--- src/bhcs_params.svh ---
// Constants for the bus hold and chip select block.
`ifndef BHCS_PARAMS_SVH
`define BHCS_PARAMS_SVH
`define BHCS_ADDR_W 20
`define BHCS_UCS_RST_START 20'hFFC00
`define BHCS_UCS_RST_STOP 20'hFFFFF
`define BHCS_LCS_RST_START 20'h00000
`define BHCS_LCS_RST_STOP 20'h00000
`define BHCS_NUM_FAULT_VEC 8'h10
`define BHCS_GCS_N 8
`define BHCS_PORT_RST_BIT 1'b1
`endif

--- src/bhcs_pkg.sv ---
// Types for the bus hold and chip select block.
`include "bhcs_params.svh"
package bhcs_pkg;
  typedef enum logic [2:0] {
    BHCS_OWN = 3'h1,
    BHCS_WAIT = 3'h2,
    BHCS_RELEASED = 3'h4
  } bhcs_hold_e;
  typedef logic [`BHCS_ADDR_W-1:0] bhcs_addr_t;
endpackage : bhcs_pkg

--- src/bhcs_top.sv ---
// Bus direction, lock, hold handshake, numerics and chip select decode logic.
// Contract
// - Drive buffer direction: high for outward writes, low for inward reads.
// - While lock is asserted, never interrupt the cycle nor grant hold.
// - Release the bus only at an unlocked instruction boundary.
// - With release acknowledge high, data bus and bus controls are floated.
// - Assert numerics select on any access aimed at the coprocessor.
// - Fault sampled at numerics operation start raises interrupt type 16.
// - Upper select goes active for memory or I/O cycles in its range.
// - After reset upper select covers memory 0FFC00H through 0FFFFFH.
// - Lower select goes active only for memory cycles within its range.
// - Lower select stays inactive from reset until its range is programmed.
// - Each enabled generic select goes active for in-range memory or I/O cycles.
// - A generic pin not used as select drives its output port bit.
// - Software can read back the generic pin's present value.
// - A cycle ends only on ready, unless its region says ignore ready.
`timescale 1ns/1ps
`default_nettype none
module bhcs_top
  import bhcs_pkg::*;
#(
  parameter int GCS_N = `BHCS_GCS_N
) (
  input wire logic clock, // 125 MHz processor clock.
  input wire logic resetn, // Asynchronous reset, active low.
  input wire logic cycle_start, // Pulse: a bus cycle begins.
  input wire logic cycle_is_mem, // Cycle is memory (1) or I/O (0).
  input wire logic cycle_is_write, // Cycle moves data outward.
  input wire logic cycle_is_numerics, // Cycle is aimed at the coprocessor.
  input wire bhcs_addr_t cycle_addr, // Cycle address.
  input wire logic ready, // Ready input from the addressed slave.
  output logic cycle_done, // Pulse: the current bus cycle ends.
  input wire logic insn_boundary, // Pulse: core sits at an instruction boundary.
  input wire logic lock_req, // Core requests a locked sequence.
  input wire logic lock_in, // Lock pin input level.
  output logic lock_n_o, // Lock pin drive value, active low.
  output logic lock_oe, // Lock pin drive enable.
  input wire logic hold, // Bus takeover request.
  output logic bus_release_ack, // Bus released to the other master.
  output logic bus_float, // Float data bus and bus controls.
  output logic buffer_direction, // 1 transmit, 0 receive.
  output logic numerics_select_n, // Coprocessor select, active low.
  input wire logic numerics_fault_n, // Coprocessor fault, active low.
  input wire logic numerics_op_start, // Pulse: a numerics operation begins.
  input wire logic numerics_transfer_req, // Coprocessor transfer pending.
  output logic numerics_xfer_pending, // Transfer request seen by the core.
  output logic fault_irq, // Pulse: raise interrupt.
  output logic [7:0] fault_irq_type, // Interrupt type with fault_irq.
  input wire logic cfg_we, // Pulse: load region configuration.
  input wire logic [3:0] cfg_sel, // 0 upper, 1 lower, 2+n generic n.
  input wire bhcs_addr_t cfg_start, // Range start address.
  input wire bhcs_addr_t cfg_stop, // Range stop address, inclusive.
  input wire logic cfg_mem, // Region responds to memory cycles.
  input wire logic cfg_io, // Region responds to I/O cycles.
  input wire logic cfg_en, // Region enabled as a select.
  input wire logic cfg_ign_ready, // Region ignores ready.
  input wire logic port_we, // Pulse: load port output latch.
  input wire logic [GCS_N-1:0] port_wdata, // Port latch data.
  output logic [GCS_N-1:0] port_rdata, // Read-back of generic pin values.
  output logic upper_region_select_n, // Upper select, active low.
  output logic lower_region_select_n, // Lower select, active low.
  output logic [GCS_N-1:0] generic_region_select_n // Generic select or port, pins.
);

  localparam int NR = GCS_N + 2;

  typedef struct packed {
    bhcs_hold_e hold_st;
    logic locked;
    logic in_cycle;
    logic dir;
    logic ncs_n;
    logic ign_ready;
    logic irq;
    logic xreq;
    logic [NR-1:0] act;
    logic [NR-1:0] en;
    logic [NR-1:0] mem;
    logic [NR-1:0] io;
    logic [NR-1:0] ign;
    logic [NR-1:0][`BHCS_ADDR_W-1:0] start;
    logic [NR-1:0][`BHCS_ADDR_W-1:0] stop;
    logic [GCS_N-1:0] port;
  } bhcs_state_s;

  bhcs_state_s st_r;
  bhcs_state_s st_nxt;

  // ----------------------------------------------------------------
  // Range match helper
  // ----------------------------------------------------------------
  // Tells whether an address falls in an inclusive range.
  function automatic logic bhcs_in_range(input bhcs_addr_t a, input bhcs_addr_t lo,
                                         input bhcs_addr_t hi);
    bhcs_in_range = (a >= lo) && (a <= hi);
  endfunction : bhcs_in_range

  // ----------------------------------------------------------------
  // Next-state logic
  // ----------------------------------------------------------------
  // Builds the next state from cycles, hold, lock and configuration.
  always_comb begin
    logic hit;
    logic done;
    hit = 1'b0;
    done = 1'b0;
    st_nxt = st_r;
    st_nxt.irq = 1'b0;
    st_nxt.xreq = numerics_transfer_req;
    // Lock follows the core's request while the bus is ours, also while a takeover waits.
    // Freezing it during the wait would keep a stale lock and block the release forever.
    if (st_r.hold_st != BHCS_RELEASED) begin
      st_nxt.locked = lock_req;
    end
    // Cycle end waits for ready unless the region ignores it.
    done = st_r.in_cycle && (ready || st_r.ign_ready);
    if (done) begin
      st_nxt.in_cycle = 1'b0;
      st_nxt.act = '0;
      st_nxt.ncs_n = 1'b1;
      st_nxt.dir = 1'b0;
    end
    // Start a new cycle and decode every region.
    if (cycle_start && st_r.hold_st == BHCS_OWN && !st_nxt.in_cycle) begin
      st_nxt.in_cycle = 1'b1;
      st_nxt.dir = cycle_is_write;
      st_nxt.ncs_n = !cycle_is_numerics;
      st_nxt.ign_ready = 1'b0;
      for (int i = 0; i < NR; i++) begin
        hit = st_r.en[i] && bhcs_in_range(cycle_addr, st_r.start[i], st_r.stop[i])
              && (cycle_is_mem ? st_r.mem[i] : st_r.io[i]);
        st_nxt.act[i] = hit;
        if (hit && st_r.ign[i]) begin
          st_nxt.ign_ready = 1'b1;
        end
      end
    end
    // Fault sampled at a numerics operation start raises the interrupt.
    if (numerics_op_start && !numerics_fault_n) begin
      st_nxt.irq = 1'b1;
    end
    // Hold handshake: release only between unlocked instructions.
    case (st_r.hold_st)
      BHCS_OWN: begin
        if (hold) begin
          st_nxt.hold_st = BHCS_WAIT;
        end
      end
      BHCS_WAIT: begin
        if (!hold) begin
          st_nxt.hold_st = BHCS_OWN;
        end else if (insn_boundary && !st_r.locked && !lock_req &&
                     !st_r.in_cycle) begin
          st_nxt.hold_st = BHCS_RELEASED;
        end
      end
      BHCS_RELEASED: begin
        if (!hold) begin
          st_nxt.hold_st = BHCS_OWN;
        end
      end
      default: begin
        st_nxt.hold_st = BHCS_OWN;
      end
    endcase
    // Region configuration; lower region stays off until written.
    if (cfg_we && 32'(cfg_sel) < NR) begin
      st_nxt.start[cfg_sel] = cfg_start;
      st_nxt.stop[cfg_sel] = cfg_stop;
      st_nxt.en[cfg_sel] = cfg_en;
      st_nxt.mem[cfg_sel] = cfg_mem;
      st_nxt.io[cfg_sel] = (cfg_sel == 4'h1) ? 1'b0 : cfg_io;
      st_nxt.ign[cfg_sel] = cfg_ign_ready;
    end
    if (port_we) begin
      st_nxt.port = port_wdata;
    end
  end

  // ----------------------------------------------------------------
  // State register
  // ----------------------------------------------------------------
  // Registers the state; upper region covers the top 1K of memory at reset.
  always_ff @(posedge clock or negedge resetn) begin
    if (!resetn) begin
      st_r <= '0;
      st_r.hold_st <= BHCS_OWN;
      st_r.ncs_n <= 1'b1;
      st_r.port <= {GCS_N{`BHCS_PORT_RST_BIT}};
      st_r.en[0] <= 1'b1;
      st_r.mem[0] <= 1'b1;
      st_r.start[0] <= `BHCS_UCS_RST_START;
      st_r.stop[0] <= `BHCS_UCS_RST_STOP;
      st_r.start[1] <= `BHCS_LCS_RST_START;
      st_r.stop[1] <= `BHCS_LCS_RST_STOP;
    end else begin
      st_r <= st_nxt;
    end
  end

  // ----------------------------------------------------------------
  // Outputs
  // ----------------------------------------------------------------
  // Pin values from registers, cycle_done also from ready; lock pin is released during reset.
  assign lock_n_o = !st_r.locked;
  assign lock_oe = resetn && !bus_float;
  assign bus_release_ack = (st_r.hold_st == BHCS_RELEASED);
  assign bus_float = bus_release_ack;
  assign buffer_direction = st_r.dir;
  assign numerics_select_n = st_r.ncs_n;
  assign numerics_xfer_pending = st_r.xreq;
  assign fault_irq = st_r.irq;
  assign fault_irq_type = `BHCS_NUM_FAULT_VEC;
  assign cycle_done = st_r.in_cycle && (ready || st_r.ign_ready);
  assign upper_region_select_n = !st_r.act[0];
  assign lower_region_select_n = !st_r.act[1];

  // Generic pins carry the select when enabled, else the port latch.
  always_comb begin
    for (int g = 0; g < GCS_N; g++) begin
      generic_region_select_n[g] = st_r.en[g+2] ? !st_r.act[g+2] : st_r.port[g];
    end
  end
  assign port_rdata = generic_region_select_n;

  logic unused_lock_in;
  assign unused_lock_in = lock_in;

endmodule : bhcs_top
`default_nettype wire

--- config.mk ---
export PLATFORM = sky130hd
export DESIGN_NAME = bhcs_top
export DESIGN_NICKNAME = d
export VERILOG_FILES = /design/src/bhcs_pkg.sv /design/src/bhcs_top.sv
export VERILOG_INCLUDE_DIRS = /design/src
export SDC_FILE = /design/constraint.sdc
export NUM_CORES = 1
export LEC_CHECK = 0
export BUFFER_PORTS_ARGS = -buffer_cell sky130_fd_sc_hd__buf_2
export CAP_MARGIN = 25
export CORE_ASPECT_RATIO = 1.2
export CORE_MARGIN = 4
export CORE_UTILIZATION = 55
export DETAILED_ROUTE_END_ITERATION = 10
export GPL_ROUTABILITY_DRIVEN = 0
export PLACE_DENSITY = 0.73
export SLEW_MARGIN = 15
export SYNTH_ARGS = -nofsm -noshare
export SYNTH_HDL_FRONTEND = slang
export SYNTH_SLANG_ARGS = --single-unit
export TNS_END_PERCENT = 1
--- constraint.sdc ---
create_clock -name clock -period 2.6 [get_ports clock]
set_input_delay 0 -clock clock [delete_from_list [all_inputs] [get_ports clock]]
set_output_delay 0 -clock clock [all_outputs]
set_load 0.01 [all_outputs]
==> results of run 1 <==
==> report_power, final <==
part / total (W) / internal (W) / switching (W)
Combinational: 0.00737 / 0.00325 / 0.00413
Sequential: 0.00977 / 0.00903 / 0.000736
Clock: 0.00754 / 0.00449 / 0.00305
Total: 0.0247 / 0.0168 / 0.00791
==> synth_stat cells, types with 4 or more instances <==
cell type  count  area share, %
nand2b_1      11           0.25
a31oi_1        7           0.16
and4_1         6           0.19
nor3b_1        5           0.14
inv_1        408            5.6
nor2b_1       19           0.43
nor2_1        47           0.64
clkbuf_1     106            1.4
mux2i_1       12           0.44
o21ai_1      101            1.8
ha_1         400             18
a21oi_1      107            1.9
o2111ai_1      6           0.19
a221oi_1       7           0.22
and2_1         4          0.091
o41ai_1        6           0.19
o21bai_1       5           0.14
nor4_1         5           0.11
buf_1          4          0.055
mux2_2        30            1.2
nand2_1      275            3.8
o211ai_1      12           0.33
a21o_1        65            1.8
o21ai_0      168            3.1
nor3_1        13           0.24
buf_4         17           0.46
dfrtp_1      426             39
o31ai_1        5           0.14
a21boi_0       4           0.11
nand3_1       39           0.71
nand4_1       72            1.6
dfstp_2       42            4.0
mux2_1       216            8.9
a2111oi_0      6           0.19
a211oi_1      23           0.63
o21a_1        10           0.27
a211o_1        5           0.16
==> state kept, by name (all words and copies together) (netlist names) <==
name,count
st_r,464
buffer_direction,1
fault_irq,1
numerics_select_n,1
numerics_xfer_pending,1
==> cells by family after synthesis <==
kind of cell | share of synthesized area, %
multiplexers | 10.5
other | 0.0273
AND/OR/NAND/NOR | 8.66
adder cells (fa/ha/maj) | 18.2
flip-flops | 42.8
buffers and inverters | 7.58
AO/OA/AOI/OAI | 12.2
==> area by class of cell <==
cell class,count,area [µm²]
well taps,637,797
repair buffers,325,2550
clock buffers,70,1460
flip-flops and latches,468,11800
fillers,3780,16800
clock inverters,20,259
multi-input cells,1739,14100
inverters,408,1530
==> through the flow <==
stage	TNS [ns]	total power [W]
6_report	0	0.0247
4_1_cts	0	0.0244
3_3_place_gp	-0.200	0.0161
5_1_grt	-0.0514	0.0262
3_5_place_dp	-0.546	0.0166
2_1_floorplan	0	0.0141
==> what timing repair did <==
| item | CTS | global route |
|---|---|---|
| gates resized for setup | 17 | 57 |
| hold buffers | 87 | 0 |
| endpoints found under the setup margin | 1 | 3 |
| setup buffers | 2 | 3 |
| hold endpoints to repair | 892 | 0 |
| pin swaps | 9 | 32 |
==> per-layer routing <==
| layer | vias up | track usage (%) | routed length, µm |
|---|---|---|---|
| li1 | 9911 | - | - |
| met1 | 10611 | 37.4 | 31800 |
| met2 | 753 | 48.4 | 36900 |
| met3 | 237 | 4.58 | 4960 |
| met4 | 0 | 12.7 | 4010 |
| met5 | - | 0 | 0 |
==> worst min-delay path by stage <==
stage	from	end
CTS	cfg_io	st_r[422]
detailed placement	resetn	numerics_xfer_pending
floorplan	resetn	buffer_direction
global placement	resetn	numerics_xfer_pending
finish	resetn	st_r[72]
global route	resetn	st_r[94]
==> run summary, run 1 <==
status -> complete, but fails checks
failing checks -> hold timing
R2R Path End -> st_r[460]
share of cells above drive strength 1 -> 15.5%
Setup crit start -> st_r[230]
Bufs and invs on worst path -> 1
Die Width -> 212 µm
Sink Count -> 468
clock-pin slew reported for the worst setup and hold paths after clock tree synthesis -> 0.06 ns
Syn Area/Cell -> 10.0 µm²
first-pass GRT wire length -> 122 mm
dpl cells -> 3486
fin area -> 0.0325 mm²
Critical Path RT -> 3.07 ns
RSZ-0062 raised after global routing -> true
FFs w/ async S/R, synth -> 100%
Reg2Reg Setup Slack -> 0.0003 ns
Reg2Reg Depth -> 10
Max H-tree Level -> 2
Detail Route Antenna Nets -> 0
most frequent cells in the layout -> dfrtp_1 (426), inv_1 (401), ha_1 (387)
Period minus WS final -> 2.60 ns
clk_lat worst skew -> 0.60 ns
CP endpoint kind -> flip-flop
Die Ht -> 253 µm
CP Class -> reg2reg
vias in the first global route -> 22456
peak supply drop -> 0.594 mV
Num CTS Buffers -> 50
Setup WS post-layout -> 0.000259 ns
Post-synth EDFFs -> 0
CTS tree -> done
Ys Warns -> 0
Setup crit end -> st_r[460]
grt ovf -> 0
final hold slack -> -0.00140 ns
dpl ws -> -0.332 ns
CP max-delay cell -> dfrtp_1
commonest non-fill, non-tap cell in the layout -> dfrtp_1
Max Fclk -> 0.385 GHz
Worst-Margin Slew -> 0.887 ns
cell count along the critical path -> 10
CTS Buffer Depth -> 3
port bufs -> 117
Critical Path Fanout Max -> 2
delay of the slowest critical-path stage -> 0.39 ns
Slew headroom -> 40.5%
Die Area -> 0.0536 mm²
Routed wire per std cell -> 21.2 µm
First-pass DRT Iterations -> 5
DRC errors left -> 0
Startpoint Class -> flip-flop
diode count -> 0
RR Startpoint -> st_r[230]
nets -> 3484
min-delay worst type -> in2async
Placement Cell Area -> 0.0294 mm²
clk_skew -> 0.0171 ns
MaxCap Viol Count -> 0
fin util -> 65.8%
DR iter-0 viols -> 1508
root buffer cell -> clkbuf_16
Setup violations, final -> 0
Final Slew Violations -> 0
critical path, cell by cell -> inv_2 -> ha_4 -> a21o_1 -> a31oi_4 -> o211ai_1 -> a221o_1 -> a21oi_2 -> or4b_1 -> nand4_1 -> o32a_1
initial core utilization -> 55.7%
via/cell ratio -> 5.87
Post-Route WL -> 77.7 mm
synthesized area -> 0.0275 mm²
largest net degree at the start of global routing -> 83
area delta synth->final -> 18.3%
Tcrit/Tclk final -> 100%
Unique masters post-synth -> 69
P_leak -> 15.9 nW
Post-Layout Cell Count -> 3667
#FFs+latches synth -> 468
core box area -> 0.0493 mm²
final hold violation count -> 5
hpwl dp -> 53.2 mm
Syn Inst Count -> 2738
via count -> 21512
Top delay family on crit path -> compound AO/OA/AOI/OAI gates
sequential-to-total area share from yosys stat -> 42.8%
Row Count -> 89
initial antenna violation count -> 0
# IOs -> 127
All-Layer GR Usage -> 29.0%
Critical Path AT -> 3.07 ns
ys flop type -> dfrtp_1
Power Dens Cells -> 760 mW/mm²
(Power assumes the default switching activity.)
==> run 2: changes to the inputs <==
- BUFFER_PORTS_ARGS: -buffer_cell sky130_fd_sc_hd__buf_2 -> -buffer_cell sky130_fd_sc_hd__buf_4
==> run 2 against run 1 <==
  * Sequential share of layout area shrank 0.20 points
  * Routed wire length decreased by 1.0%
  * The run ends with setup timing left
  * Clock-buffer cell count increased by 4
  * Clock skew is essentially flat
  * Global-route usage fell by 0.46 points
==> run summary, run 2 (same netlist as run 1, synthesis figures left out) <==
Placement Cell Area -> 0.0297 mm² (was 0.0294 mm²)
clk_lat worst skew -> 0.59 ns (was 0.60 ns)
Critical Path AT -> 3.14 ns (was 3.07 ns)
share of cells above drive strength 1 -> 14.6% (was 15.5%)
max reg flops -> 464 (unchanged)
Clock power frac -> 30.3% (was 30.6%)
nets -> 3478 (was 3484)
core box area -> 0.0493 mm² (unchanged)
MaxCap Viol Count -> 0 (unchanged)
grt ovf -> 0 (unchanged)
failing checks -> setup timing (was hold timing)
Die Width -> 212 µm (unchanged)
commonest non-fill, non-tap cell in the layout -> dfrtp_1 (unchanged)
Critical Path Fanout Max -> 3 (was 2)
critical path, cell by cell -> inv_1 -> ha_1 -> nand4_1 -> nor4_4 -> nand4_1 -> o31a_1 -> or4b_1 -> nand4_1 -> o32a_1 (was inv_2 -> ha_4 -> a21o_1 -> a31oi_4 -> o211ai_1 -> a221o_1 -> a21oi_2 -> or4b_1 -> nand4_1 -> o32a_1)
Psw -> 0.00783 W (was 0.00791 W)
largest net degree at the start of global routing -> 86 (was 83)
largest reg by FF count -> st_r (unchanged)
Post-Route WL -> 76.9 mm (was 77.7 mm)
Die Area -> 0.0536 mm² (unchanged)
area delta synth->final -> 18.9% (was 18.3%)
Top cell by count, worst path -> nand4_1
DR iter-0 viols -> 1283 (was 1508)
Startpoint Class -> flip-flop (unchanged)
first-pass GRT wire length -> 120 mm (was 122 mm)
Critical Path RT -> 3.13 ns (was 3.07 ns)
status -> complete, but fails checks (unchanged)
Period minus WS final -> 2.61 ns (was 2.60 ns)
Routed wire per std cell -> 21.0 µm (was 21.2 µm)
Setup violations, final -> 1 (was 0)
via/cell ratio -> 5.81 (was 5.87)
min-delay worst type -> in2async (unchanged)
sequential share of power -> 39.7% (was 39.6%)
root buffer cell -> clkbuf_16 (unchanged)
final hold slack -> 0.0196 ns (was -0.00140 ns)
CTS tree -> done (unchanged)
Post-Layout Cell Count -> 3664 (was 3667)
All-Layer GR Usage -> 28.5% (was 29.0%)
Num CTS Buffers -> 49 (was 50)
Max H-tree Level -> 2 (unchanged)
most frequent cells in the layout -> dfrtp_1 (426), inv_1 (405), ha_1 (393) (was dfrtp_1 (426), inv_1 (401), ha_1 (387))
Slew headroom -> 41.3% (was 40.5%)
First-pass DRT Iterations -> 5 (unchanged)
Final TNS setup -> -0.0106 ns (was 0 ns)
Detail Route Antenna Nets -> 0 (unchanged)
Comb power frac -> 30.0% (was 29.9%)
Worst-Margin Slew -> 0.875 ns (was 0.887 ns)
port bufs -> 117 (unchanged)
Internal -> 0.0167 W (was 0.0168 W)
Overall Power -> 0.0245 W (was 0.0247 W)
hpwl dp -> 53.0 mm (was 53.2 mm)
P_leak -> 16.0 nW (was 15.9 nW)
Row Count -> 89 (unchanged)
Sw Share -> 31.9% (was 32.1%)
CP Class -> reg2reg (unchanged)
Setup WS post-layout -> -0.0106 ns (was 0.000259 ns)
clk_skew -> 0.0173 ns (was 0.0171 ns)
clock-pin slew reported for the worst setup and hold paths after clock tree synthesis -> 0.06 ns (about the same)
CP endpoint kind -> flip-flop (unchanged)
final hold violation count -> 0 (was 5)
DRC errors left -> 0 (unchanged)
delay of the slowest critical-path stage -> 0.53 ns (was 0.39 ns)
RSZ-0062 raised after global routing -> true (unchanged)
vias in the first global route -> 21992 (was 22456)
CTS Buffer Depth -> 3 (unchanged)
Tcrit/Tclk final -> 100% (about the same)
CP max-delay cell -> or4b_1 (was dfrtp_1)
Final Slew Violations -> 0 (unchanged)
Power Dens Cells -> 752 mW/mm² (was 760 mW/mm²)
Sink Count -> 468 (unchanged)
# IOs -> 127 (unchanged)
initial core utilization -> 55.7% (unchanged)
peak supply drop -> 0.542 mV (was 0.594 mV)
Die Ht -> 253 µm (unchanged)
initial antenna violation count -> 1 (was 0)
Max Fclk -> 0.383 GHz (was 0.385 GHz)
fin area -> 0.0327 mm² (was 0.0325 mm²)
via count -> 21272 (was 21512)
dpl cells -> 3484 (was 3486)
-- run 2: changes by cell type in the layout (fill, tap and decap cells not counted), moves of 3 or more --
cell / change
buf_2: -116
buf_4: +109
ha_1: +6
ha_4: -6
clkbuf_1: +4
inv_1: +4
inv_2: -4
buf_12: +3
nor4_2: -3
-- run 2: repair_timing --
item | in CTS | in global routing
endpoints found under the hold margin | 628 | 0
endpoints found under the setup margin | 3 | 3
hold buffers | 86 | 0
setup buffers | 0 | 2
cloned | 0 | 0
pin swaps | 1 | 21
gates resized for setup | 12 | 45
-- run 2: final timing paths --
| check | startpoint | end | slack [ns] | depth (start not counted) |
|---|---|---|---|---|
| max | st_r[46] | st_r[460] | -0.01 | 9 |
| min | resetn | numerics_xfer_pending | 0.02 | 2 |
| max reg2reg | st_r[46] | st_r[460] | -0.01 | 9 |
| min reg2reg | st_r[426] | st_r[426] | 0.48 | 2 |
| max in group asynchronous | resetn | st_r[26] | 1.63 | 3 |
| min in group clock | cfg_io | st_r[426] | 0.02 | 3 |
-- run 2: critical path: cells and delay by family, from the launching register on --
family	cells	cell delay (ns)
AND/OR/NAND/NOR	5	1.51
flip-flops	1	0.37
AO/OA/AOI/OAI	2	0.33
adder cells (fa/ha/maj)	1	0.29
buffers and inverters	1	0.06
-- run 2: final cells by class --
cell class                      count  area [µm²]
Clock inverter                     17         221
Antenna cell                        1        2.50
Sequential cell                   468       11800
Clock buffer                       74        1470
Inverter                          408        1530
Tap cell                          637         797
Fill cell                        3719       16700
Timing Repair Buffer              320        2840
Multi-Input combinational cell   1739       14000
-- run 2: routing by layer --
metal | vias up | global-route usage [%] | wire length, µm
met4 | 0 | 12.7 | 4000
met3 | 198 | 4.72 | 4130
met1 | 10569 | 36.7 | 31900
li1 | 9905 | - | -
met2 | 600 | 47.6 | 36800
met5 | - | 0 | 0
-- run 2: through the flow --
step | worst slack, ns | util (%)
CTS | -0.0521 | 65.6
global route | -0.0877 | 66.2
floorplan | 0.267 | -
global placement | -0.206 | 60.3
detailed placement | -0.339 | 60.3
finish | -0.0106 | 66.2
-- run 2: power by group through the flow --
stage	clock network, W	registers, W	logic [W]
5_1_grt	0.00783	0.00991	0.00832
4_1_cts	0.00755	0.00973	0.00711
6_report	0.00744	0.00976	0.00735
2_1_floorplan	0	0.00963	0.00452
3_3_place_gp	0	0.00976	0.00644
3_5_place_dp	0	0.00985	0.00685
